--- config.mk ---
export PLATFORM = sky130hd
export DESIGN_NAME = prs_panel_flat
export DESIGN_NICKNAME = d
export VERILOG_FILES = /design/src/verilog/prs_pkg.sv /design/src/verilog/prs_link_if.sv /design/src/verilog/prs_panel.sv /design/src/flat_wrapper.sv
export VERILOG_INCLUDE_DIRS = /design/src /design/src/verilog
export SDC_FILE = /design/constraint.sdc
export NUM_CORES = 1
export LEC_CHECK = 0
export BUFFER_PORTS_ARGS = -buffer_cell sky130_fd_sc_hd__buf_2
export CELL_PAD_IN_SITES_DETAIL_PLACEMENT = 0
export CELL_PAD_IN_SITES_GLOBAL_PLACEMENT = 1
export CORE_ASPECT_RATIO = 1.4
export CORE_MARGIN = 5
export CORE_UTILIZATION = 45
export CTS_CLUSTER_SIZE = 40
export DETAILED_ROUTE_END_ITERATION = 16
export GPL_TIMING_DRIVEN = 0
export HOLD_SLACK_MARGIN = 0.12
export PLACE_DENSITY = 0.71
export REMOVE_ABC_BUFFERS = 1
export SETUP_SLACK_MARGIN = 0.02
export SYNTH_ARGS = -nofsm -noshare
export SYNTH_HDL_FRONTEND = slang
export SYNTH_SLANG_ARGS = --single-unit
--- constraint.sdc ---
create_clock -name mclk -period 3.4 [get_ports mclk]
set_input_delay 0 -clock mclk [delete_from_list [all_inputs] [get_ports mclk]]
set_output_delay 0 -clock mclk [all_outputs]
set_load 0.03 [all_outputs]
--- src/verilog/prs_map.svh ---
// Clock rate and timing constants for the panel reset sequencer.
`ifndef PRS_MAP_SVH
`define PRS_MAP_SVH
`define PRS_CLK_MHZ 125
`define PRS_REJECT_US 5
`define PRS_ACCEPT_US 9
`define PRS_REJECT_CYC (`PRS_REJECT_US * `PRS_CLK_MHZ)
`define PRS_ACCEPT_CYC (`PRS_ACCEPT_US * `PRS_CLK_MHZ)
`define PRS_LOAD_START_MS 5
`define PRS_BLANK_MAX_MS 120
`define PRS_CANCEL_AWAKE_MS 35
`define PRS_CANCEL_SLEEP_MS 150
`define PRS_SUPPLY_MIN_MS 2
`define PRS_SUPPLY_TYP_MS 5
`define PRS_HOLD_MIN_MS 4
`define PRS_HOLD_TYP_MS 10
`define PRS_CMD_SLEEP_MS 10
`define PRS_MS_CYC(ms) ((ms) * 1000 * `PRS_CLK_MHZ)
`endif

--- src/verilog/prs_pkg.sv ---
// State types for the panel reset sequencer, one type for each end.
package prs_pkg;
  typedef enum logic [4:0] {
    PRS_RUN = 5'h01,
    PRS_RESET = 5'h02,
    PRS_BLANK = 5'h04,
    PRS_LOAD = 5'h08,
    PRS_IDLE = 5'h10
  } prs_dev_e;
  typedef enum logic [5:0] {
    PRS_H_OFF = 6'h01,
    PRS_H_SUP1 = 6'h02,
    PRS_H_SUP2 = 6'h04,
    PRS_H_HOLD = 6'h08,
    PRS_H_CANCEL = 6'h10,
    PRS_H_READY = 6'h20
  } prs_host_e;
endpackage

--- src/verilog/prs_link_if.sv ---
// Interface joining the host sequencer and the panel reset logic.
`timescale 1ns/10ps
interface prs_link_if;
  logic panel_reset_n;
  logic supply_io_en;
  logic supply_analog_en;
  modport host (
    output panel_reset_n,
    output supply_io_en,
    output supply_analog_en
  );
  modport panel (
    input panel_reset_n,
    input supply_io_en,
    input supply_analog_en
  );
endinterface

--- src/verilog/prs_panel.sv ---
// Panel end: reset filter, blanking and settings reload.
`timescale 1ns/10ps
`include "prs_map.svh"
module prs_panel #(
  parameter int REJECT_CYC = `PRS_REJECT_CYC,
  parameter int ACCEPT_CYC = `PRS_ACCEPT_CYC,
  parameter int LOAD_START_CYC = `PRS_MS_CYC(`PRS_LOAD_START_MS),
  parameter int BLANK_CYC = `PRS_MS_CYC(`PRS_BLANK_MAX_MS),
  parameter int LOAD_CYC = 64
) (
  input wire logic mclk,
  input wire logic rst,
  prs_link_if.panel link,
  input wire logic sleep_out,
  output logic in_reset,
  output logic display_blank,
  output logic load_active,
  output logic load_done,
  output logic ready
);
  // Registers with their next values, then named decode wires.
  prs_pkg::prs_dev_e state_reg;
  prs_pkg::prs_dev_e state_next;
  logic sync1_reg;
  logic sync2_reg;
  logic [31:0] low_cnt_reg;
  logic [31:0] low_cnt_next;
  logic [31:0] high_cnt_reg;
  logic [31:0] high_cnt_next;
  logic [31:0] tmr_reg;
  logic [31:0] tmr_next;
  logic filt_reg;
  logic filt_next;
  logic load_done_next;
  logic pin_low;
  logic low_full;
  logic high_full;
  logic accepted;
  logic released;
  logic tmr_clr;
  logic blank_end;
  logic load_begin;
  logic load_end;
  logic load_finish;
  logic idle_hold;

  // Two flops bring the asynchronous reset pin onto mclk. Only the
  // second flop is read, so a metastable first stage never reaches
  // the counters. Both start high so that a reset of this block alone
  // is not mistaken for the start of a pin pulse.
  // Pin synchroniser.
  always_ff @(posedge mclk) begin
    if (rst) begin
      sync1_reg <= 1'b1;
      sync2_reg <= 1'b1;
    end else begin
      sync1_reg <= link.panel_reset_n;
      sync2_reg <= sync1_reg;
    end
  end

  // Low and high run lengths of the synchronised pin. They saturate
  // instead of wrapping, so a pin held for a very long time never
  // reads as a short pulse.
  // Low and high duration counters.
  assign pin_low = !sync2_reg;
  assign low_full = (low_cnt_reg == 32'hffffffff);
  assign high_full = (high_cnt_reg == 32'hffffffff);
  assign low_cnt_next = !pin_low ? 32'h0 :
                        low_full ? low_cnt_reg : low_cnt_reg + 32'h1;
  assign high_cnt_next = pin_low ? 32'h0 :
                         high_full ? high_cnt_reg : high_cnt_reg + 32'h1;

  // Run length registers.
  always_ff @(posedge mclk) begin
    if (rst) begin
      low_cnt_reg <= 32'h0;
      high_cnt_reg <= 32'h0;
    end else begin
      low_cnt_reg <= low_cnt_next;
      high_cnt_reg <= high_cnt_next;
    end
  end

  // A low is accepted once it reaches the 9us count. Lows in the
  // 5us..9us band are rejected as well, which the band permits; the
  // price is that a marginal pulse never resets the panel.
  // Width threshold.
  assign accepted = pin_low && (low_cnt_reg >= 32'(ACCEPT_CYC));
  // Inside a reset, a high shorter than the spike limit is ignored.
  // Spike rejection inside pulse.
  assign released = !pin_low && (high_cnt_reg >= 32'(REJECT_CYC));
  // An accepted low sets the filtered level; it wins over a release.
  assign filt_next = accepted ? 1'b1 : released ? 1'b0 : filt_reg;

  // Filtered reset level.
  always_ff @(posedge mclk) begin
    if (rst) begin
      filt_reg <= 1'b0;
    end else begin
      filt_reg <= filt_next;
    end
  end

  // Timer thresholds. The reload wait is shortened by the release
  // filter delay (spike limit plus synchroniser and register stages),
  // so the reload starts within the allowed time of the pin edge and
  // not of the filtered level.
  assign blank_end = (tmr_reg >= 32'(BLANK_CYC - 1));
  // Reload start measured from pin edge.
  assign load_begin = (tmr_reg >= 32'(LOAD_START_CYC - REJECT_CYC - 5));
  assign load_end = (tmr_reg >= 32'(LOAD_CYC - 1));
  // Idle holds its timer at zero while the pin is low or the reset is
  // still filtered, so a pin held low from power-up never starts a
  // reload before the reset is recognised. A rejected glitch in idle
  // restarts the wait, which delays the reload a little.
  assign idle_hold = filt_reg || pin_low;

  // Sequence: reset entry, blanking, idle in default, reload. The
  // blanking sequence ends early once reset is released, because the
  // reload must begin soon after the pin edge; the display output
  // stays blank until the reload is done either way.
  always_comb begin
    state_next = state_reg;
    tmr_clr = 1'b0;
    unique case (state_reg)
      prs_pkg::PRS_RUN: begin
        if (filt_reg) begin
          tmr_clr = 1'b1;
          state_next = prs_pkg::PRS_RESET;
        end
      end
      prs_pkg::PRS_RESET: begin
        tmr_clr = 1'b1;
        state_next = sleep_out ? prs_pkg::PRS_BLANK : prs_pkg::PRS_IDLE;
      end
      prs_pkg::PRS_BLANK: begin
        if (blank_end || !filt_reg) begin
          tmr_clr = 1'b1;
          state_next = prs_pkg::PRS_IDLE;
        end
      end
      prs_pkg::PRS_IDLE: begin
        if (idle_hold) begin
          tmr_clr = 1'b1;
        end else if (load_begin) begin
          tmr_clr = 1'b1;
          state_next = prs_pkg::PRS_LOAD;
        end
      end
      prs_pkg::PRS_LOAD: begin
        if (filt_reg) begin
          tmr_clr = 1'b1;
          state_next = prs_pkg::PRS_IDLE;
        end else if (load_end) begin
          state_next = prs_pkg::PRS_RUN;
        end
      end
      default: begin
        tmr_clr = 1'b1;
        state_next = prs_pkg::PRS_IDLE;
      end
    endcase
  end

  // Timer and reload-done flag. The flag is set as the reload ends and
  // cleared by the next filtered reset; the set has priority, though a
  // filtered reset already sends the reload back to idle.
  assign tmr_next = tmr_clr ? 32'h0 : tmr_reg + 32'h1;
  assign load_finish = (state_reg == prs_pkg::PRS_LOAD) &&
                       (state_next == prs_pkg::PRS_RUN);
  assign load_done_next = load_finish ? 1'b1 :
                          filt_reg ? 1'b0 : load_done;

  // State, timer and flag registers.
  always_ff @(posedge mclk) begin
    if (rst) begin
      state_reg <= prs_pkg::PRS_IDLE;
      tmr_reg <= 32'h0;
      load_done <= 1'b0;
    end else begin
      state_reg <= state_next;
      tmr_reg <= tmr_next;
      load_done <= load_done_next;
    end
  end

  // Status outputs. The filtered level is folded in so that the panel
  // reads blank and not ready from the very cycle the reset is taken,
  // one cycle before the state leaves run.
  // Blank while in reset.
  assign in_reset = filt_reg;
  assign display_blank = (state_reg != prs_pkg::PRS_RUN) || filt_reg;
  assign load_active = (state_reg == prs_pkg::PRS_LOAD);
  assign ready = (state_reg == prs_pkg::PRS_RUN) && !filt_reg;
endmodule

--- src/flat_wrapper.sv ---
// flat-port wrapper written by rule: the top's interface ports become plain ports
module prs_panel_flat 
#(
  parameter int REJECT_CYC = `PRS_REJECT_CYC,
  parameter int ACCEPT_CYC = `PRS_ACCEPT_CYC,
  parameter int LOAD_START_CYC = `PRS_MS_CYC(`PRS_LOAD_START_MS),
  parameter int BLANK_CYC = `PRS_MS_CYC(`PRS_BLANK_MAX_MS),
  parameter int LOAD_CYC = 64
)
  (mclk, rst, sleep_out, in_reset, display_blank, load_active, load_done, ready, link_panel_reset_n, link_supply_io_en, link_supply_analog_en);
  prs_link_if link_i ();
  input wire logic mclk;
  input wire logic rst;
  input wire logic sleep_out;
  output logic in_reset;
  output logic display_blank;
  output logic load_active;
  output logic load_done;
  output logic ready;
  input wire logic [$bits(link_i.panel_reset_n)-1:0] link_panel_reset_n;
  input wire logic [$bits(link_i.supply_io_en)-1:0] link_supply_io_en;
  input wire logic [$bits(link_i.supply_analog_en)-1:0] link_supply_analog_en;
  assign link_i.panel_reset_n = link_panel_reset_n;
  assign link_i.supply_io_en = link_supply_io_en;
  assign link_i.supply_analog_en = link_supply_analog_en;
  prs_panel #(.REJECT_CYC(REJECT_CYC), .ACCEPT_CYC(ACCEPT_CYC), .LOAD_START_CYC(LOAD_START_CYC), .BLANK_CYC(BLANK_CYC), .LOAD_CYC(LOAD_CYC)) u_core (.mclk(mclk), .rst(rst), .link(link_i), .sleep_out(sleep_out), .in_reset(in_reset), .display_blank(display_blank), .load_active(load_active), .load_done(load_done), .ready(ready));
endmodule
# Word-level counts from Yosys, hierarchy flattened
# Cells that the tools add are included.
[totals]
n_memories = 0
elab_cells = 58
mem_bits_rw = 0
output_inout_bits = 5
rom_bits = 0
latch_bits = 0
register_bits = 105
[classes]
mux = 17
div_mod_pow = 0
n_mul = 0
n_addsub = 3
order_cmp = 5
reduce_logical = 15
n_eq_ne = 9
shifts = 0
bitwise = 1
[op_table]
columns = ["cell", "count"]
rows = [
  ["adder 32 x 1 -> 32 bit, second input constant", 3],
  ["equality test 32 bit, second input constant", 2],
  ["2-to-1 mux 5 bit", 7],
  ["greater-or-equal comparator 32 x 10 -> 1 bit, second input constant", 1],
  ["greater-or-equal comparator 32 x 11 -> 1 bit, second input constant", 1],
  ["greater-or-equal comparator 32 x 20 -> 1 bit, second input constant", 1],
  ["greater-or-equal comparator 32 x 24 -> 1 bit, second input constant", 1],
  ["greater-or-equal comparator 32 x 6 -> 1 bit, second input constant", 1],
  ["one-hot mux 5 bit (5 select lines)", 1],
  ["equality test 5 x 1 -> 1 bit, second input constant", 2],
  ["2-to-1 mux 1 bit", 8],
  ["OR reduction 2 bit", 4],
  ["equality test 5 x 2 -> 1 bit, second input constant", 1],
  ["equality test 5 x 3 -> 1 bit, second input constant", 1],
  ["equality test 5 x 4 -> 1 bit, second input constant", 1],
  ["equality test 5 bit, second input constant", 1],
  ["inequality test 5 x 1 -> 1 bit, second input constant", 1],
  ["logical AND 1 bit", 4],
  ["nonzero test 2 bit", 2],
  ["logical OR 1 bit", 3],
  ["one-hot mux 1 bit (3 select lines)", 1],
  ["logical NOT 1 bit", 2],
  ["inverter 1 bit", 1],
]

# Logic depth before layout (Yosys ltp)
[logic_depth]
depth_word = 7
ltp_mapped = 8
depth_no_buf = 7

# Worst setup path after synthesis
# No wires, ideal clock.
[synth_path]
path_type = "reg-to-reg"
startpoint = "register u_core.high_cnt_reg[0]"
endpoint = "register u_core.high_cnt_reg[30]"
path_slack_ns = 0.975
required_ns = 3.330
arrival_ns = 2.355
path_stages_with_launch = 9
setup_time_ns = 0.070
cell_sequence = "dfxtp_1 -> ha_1 -> nand3_1 -> or3_1 -> clkbuf_2 -> or4_1 -> buf_2 -> or4_1 -> a21oi_1"
[synth_between]
elab_chain_len = 1
[synth_lines]
columns = ["item", "line", "source"]
rows = [
  ["start: declaration", "prs_panel.sv:28", "logic [31:0] high_cnt_reg;"],
  ["start signal: assignment", "prs_panel.sv:81", "high_cnt_reg <= high_cnt_next;"],
  ["adder 32 x 1 -> 32 bit or equality test 32 bit (tied branches)", "prs_panel.sv:72, prs_panel.sv:68", ""],
]
# Several ways; a longest one is shown, not always the timed one.
# A chain may end at the register's enable or synchronous reset.

# Final worst setup path
# Ends and elaborated chain as after synthesis.

==> results.cfg <==
[placed_design]
hpwl_mm = 9.391
io_buffers = 8
gp_congestion = 0.7890
pre_cts_ws_ns = 0.3716

[setup_path]
worst_path_most_repeated_cell = or4_1
r2r-start = u_core.high_cnt_reg[0]
arrival_ns = 3.34
ff2ff_setup_slack_ns = 0.32
worstSetupPathType = reg2reg
path_max_fanout = 12
start_kind = flip-flop
cp-startpoint = u_core.high_cnt_reg[0]
cp-end-kind = flip-flop
slowest_delay_ns = 0.72
cpMaxStageDelayCell = or4_1
r2r_cells = 6
cp.required_ns = 3.66
reg2reg_to = u_core.high_cnt_reg[30]
cp_cell_sequence = ha_1 -> nand3_1 -> or3_1 -> or4_1 -> or4_1 -> a21oi_1

[pwr]
clkPwrFrac_pct = 47.4
p_leak_nw = 1.850
pwr-share-comb_pct = 2.4
total_power_mw = 2.477
peakVddDrop_mv = 0.2658
power_frac_seq_pct = 50.3
switching_share_pct = 20.21
power.switching_mw = 0.5007
p_per_area_nw_per_um2 = 412.7
p_int_mw = 1.976

[grt]
grt_max_degree = 34
grt_usage_pct = 18.49
overflow = 0
grt_pass1_wl_mm = 22.85
antenna_found_initial = 0
grt_pass1_vias = 4673

[min_path]
min_delay_worst_endpoint = u_core.sync2_reg
min_from = u_core.sync1_reg
hold_class = reg2reg
holdPathStages = 1

[clock_network]
post_cts_resized = 0
post_cts_buffers = 0
insertion_delay_ns = 0.34
clock-sinks = 105
root_buffer = clkbuf_16
cts-htree-levels = 3
cts_made_buffers = 9
tritoncts = yes
cts_buffer_depth = 2
path_clk_slew_ns = 0.07

[route]
vias = 4969
routed_via_density = 6.157
drtPass1Iterations = 5
routed_wl_mm = 13.30
drt_iter0_markers = 201
route.detailed.drc = 0
routedWlPerCell_microns = 16.48
ant_nets = 0

[logic_synthesis]
seq_area_frac_synth_pct = 38.16
ys_seq_elements = 105
synth_flop_cell = dfxtp_1
synth.most_common_cell = dfxtp_1
synth_area_sq_um = 5508
synth-edff-count = 0
synthTopCellsByArea = dfxtp_1 (38%), nor4_1 (6.9%), xnor2_1 (4.5%)
synthTopCellsByCount = dfxtp_1 (105), nor4_1 (61), nor2_1 (47), nand3_1 (40), a21oi_1 (37)
synthArstFlopShare_pct = 0
yosysTopAreaCellShare_pct = 38.16
synthCells = 664
synth_warnings = 0
synth.avg_cell_area_sq_um = 8.295
synth.distinct_cells = 53
yosysTopAreaCell = dfxtp_1

[die]
core_area_sq_um = 11940
dieWidth_microns = 103.5
ios = 11
fp.dieArea_sq_um = 14580
initial_core_util_pct = 46.14
fp-row-count = 47
die_h_microns = 140.9

[cells_and_area]
nets = 670
fill_cells = 1164
drive_gt1_share_pct = 5.909
antenna_cells = 0
area_growth_pct = 8.973

[sta]
tightest_slew_ns = 1.268
skew_ns = 0.006263
finalSetupViolations = 0
relSlewSlack_pct = 15.46
rsz0062_at_grt = false
fin_crit_sh_pct = 90.56
setup_slack_ns = 0.3211
fin_crit_ns = 3.079
slew_viol_final = 0
clock.fmax_mhz = 324.8
hold_violations = 0

[run_status]
status = complete, no violations

[run]
drv_cap = 0
==> timing repair <==
action                                  in CTS  in global routing
endpoints found under the hold margin        7                  0
hold buffers                                 4                  0
endpoints found under the setup margin       0                  0
==> worst max path at each step <==
stage	to	slack [ns]	depth (start not counted)
finish	u_core.high_cnt_reg[30]	0.32	6
global route	u_core.high_cnt_reg[30]	0.16	6
CTS	u_core.high_cnt_reg[30]	0.34	6
detailed placement	u_core.high_cnt_reg[30]	0.37	6
global placement	u_core.tmr_reg[27]	-0.37	5
floorplan	u_core.tmr_reg[10]	0.64	5
==> cell families (layout without fill, tap and decap cells) <==
group / Yosys count / in the layout / share of synthesized area [%]
AND/OR/NAND/NOR: 327 / 327 / 33.92
AO/OA/AOI/OAI: 119 / 119 / 13.40
flip-flops: 105 / 105 / 38.16
XOR/XNOR: 54 / 54 / 8.587
buffers and inverters: 48 / 44 / 3.566
adder cells (fa/ha/maj): 8 / 8 / 1.817
multiplexers: 3 / 3 / 0.5452
==> through the flow <==
stage               instances  setup TNS, ns  instance area (sq um)  hold WS (ns)  utilization [%]
detailed placement        788              0                   5629        0.1905            47.15
finish                    807              0                   6002        0.4109            50.28
CTS                       807              0                   6002        0.4129            50.28
floorplan                 629              0                   5360       0.06907                -
global route              807              0                   6002        0.4216            50.28
global placement          784         -11.69                   5584        0.1836            46.78
==> cells in the final DEF, fill, tap and decap left out, drive strengths merged, types with 10 or more instances in the layout <==
master | synthesis | routed
xnor2 | 28 | 28
or3 | 31 | 31
inv | 13 | 14
xor2 | 26 | 26
nand3 | 40 | 40
clkbuf | 30 | 10
nor2 | 47 | 47
nor3 | 18 | 18
a21oi | 37 | 37
dfxtp | 105 | 105
and3 | 13 | 13
o21ai | 33 | 33
buf | 4 | 12
nand4 | 24 | 24
nand2 | 35 | 35
nor4 | 61 | 61
and4 | 16 | 16
==> cell type report <==
class	instances	area [sq um]	share of cell area, %
clock buffer	10	229.0	3.815
clock inverter	5	103.9	1.730
inverter	13	48.80	0.8130
multi-input combinational	511	3213	53.53
sequential	105	2102	35.02
tap	147	183.9	3.064
timing repair buffer	16	121.4	2.022
==> metal layers <==
layer  global-route usage, %  part of all wire (%)
met1                   23.09                    45
met2                   32.12                    50
met3                   3.431                   2.9
met4                   5.805                   1.6
met5                       0                     0
==> power groups by stage <==
stage | Clock [mW] | Combinational (mW) | Sequential (mW)
floorplan | 0 | 0.0337 | 1.27
global placement | 0 | 0.0494 | 1.27
detailed placement | 0 | 0.0563 | 1.27
CTS | 1.21 | 0.0599 | 1.25
global route | 1.27 | 0.0669 | 1.25
finish | 1.17 | 0.0584 | 1.25
==> critical path, delay by kind of cell, from the launching register on <==
kind                       cells  cell delay [ns]
AOI/OAI and AO/OA              1             0.15
adders and majority gates      1             0.23
DFF                            1             0.44
and+or+nand+nor                4             2.18
Note: power is estimated with default switching activity, not from simulation.
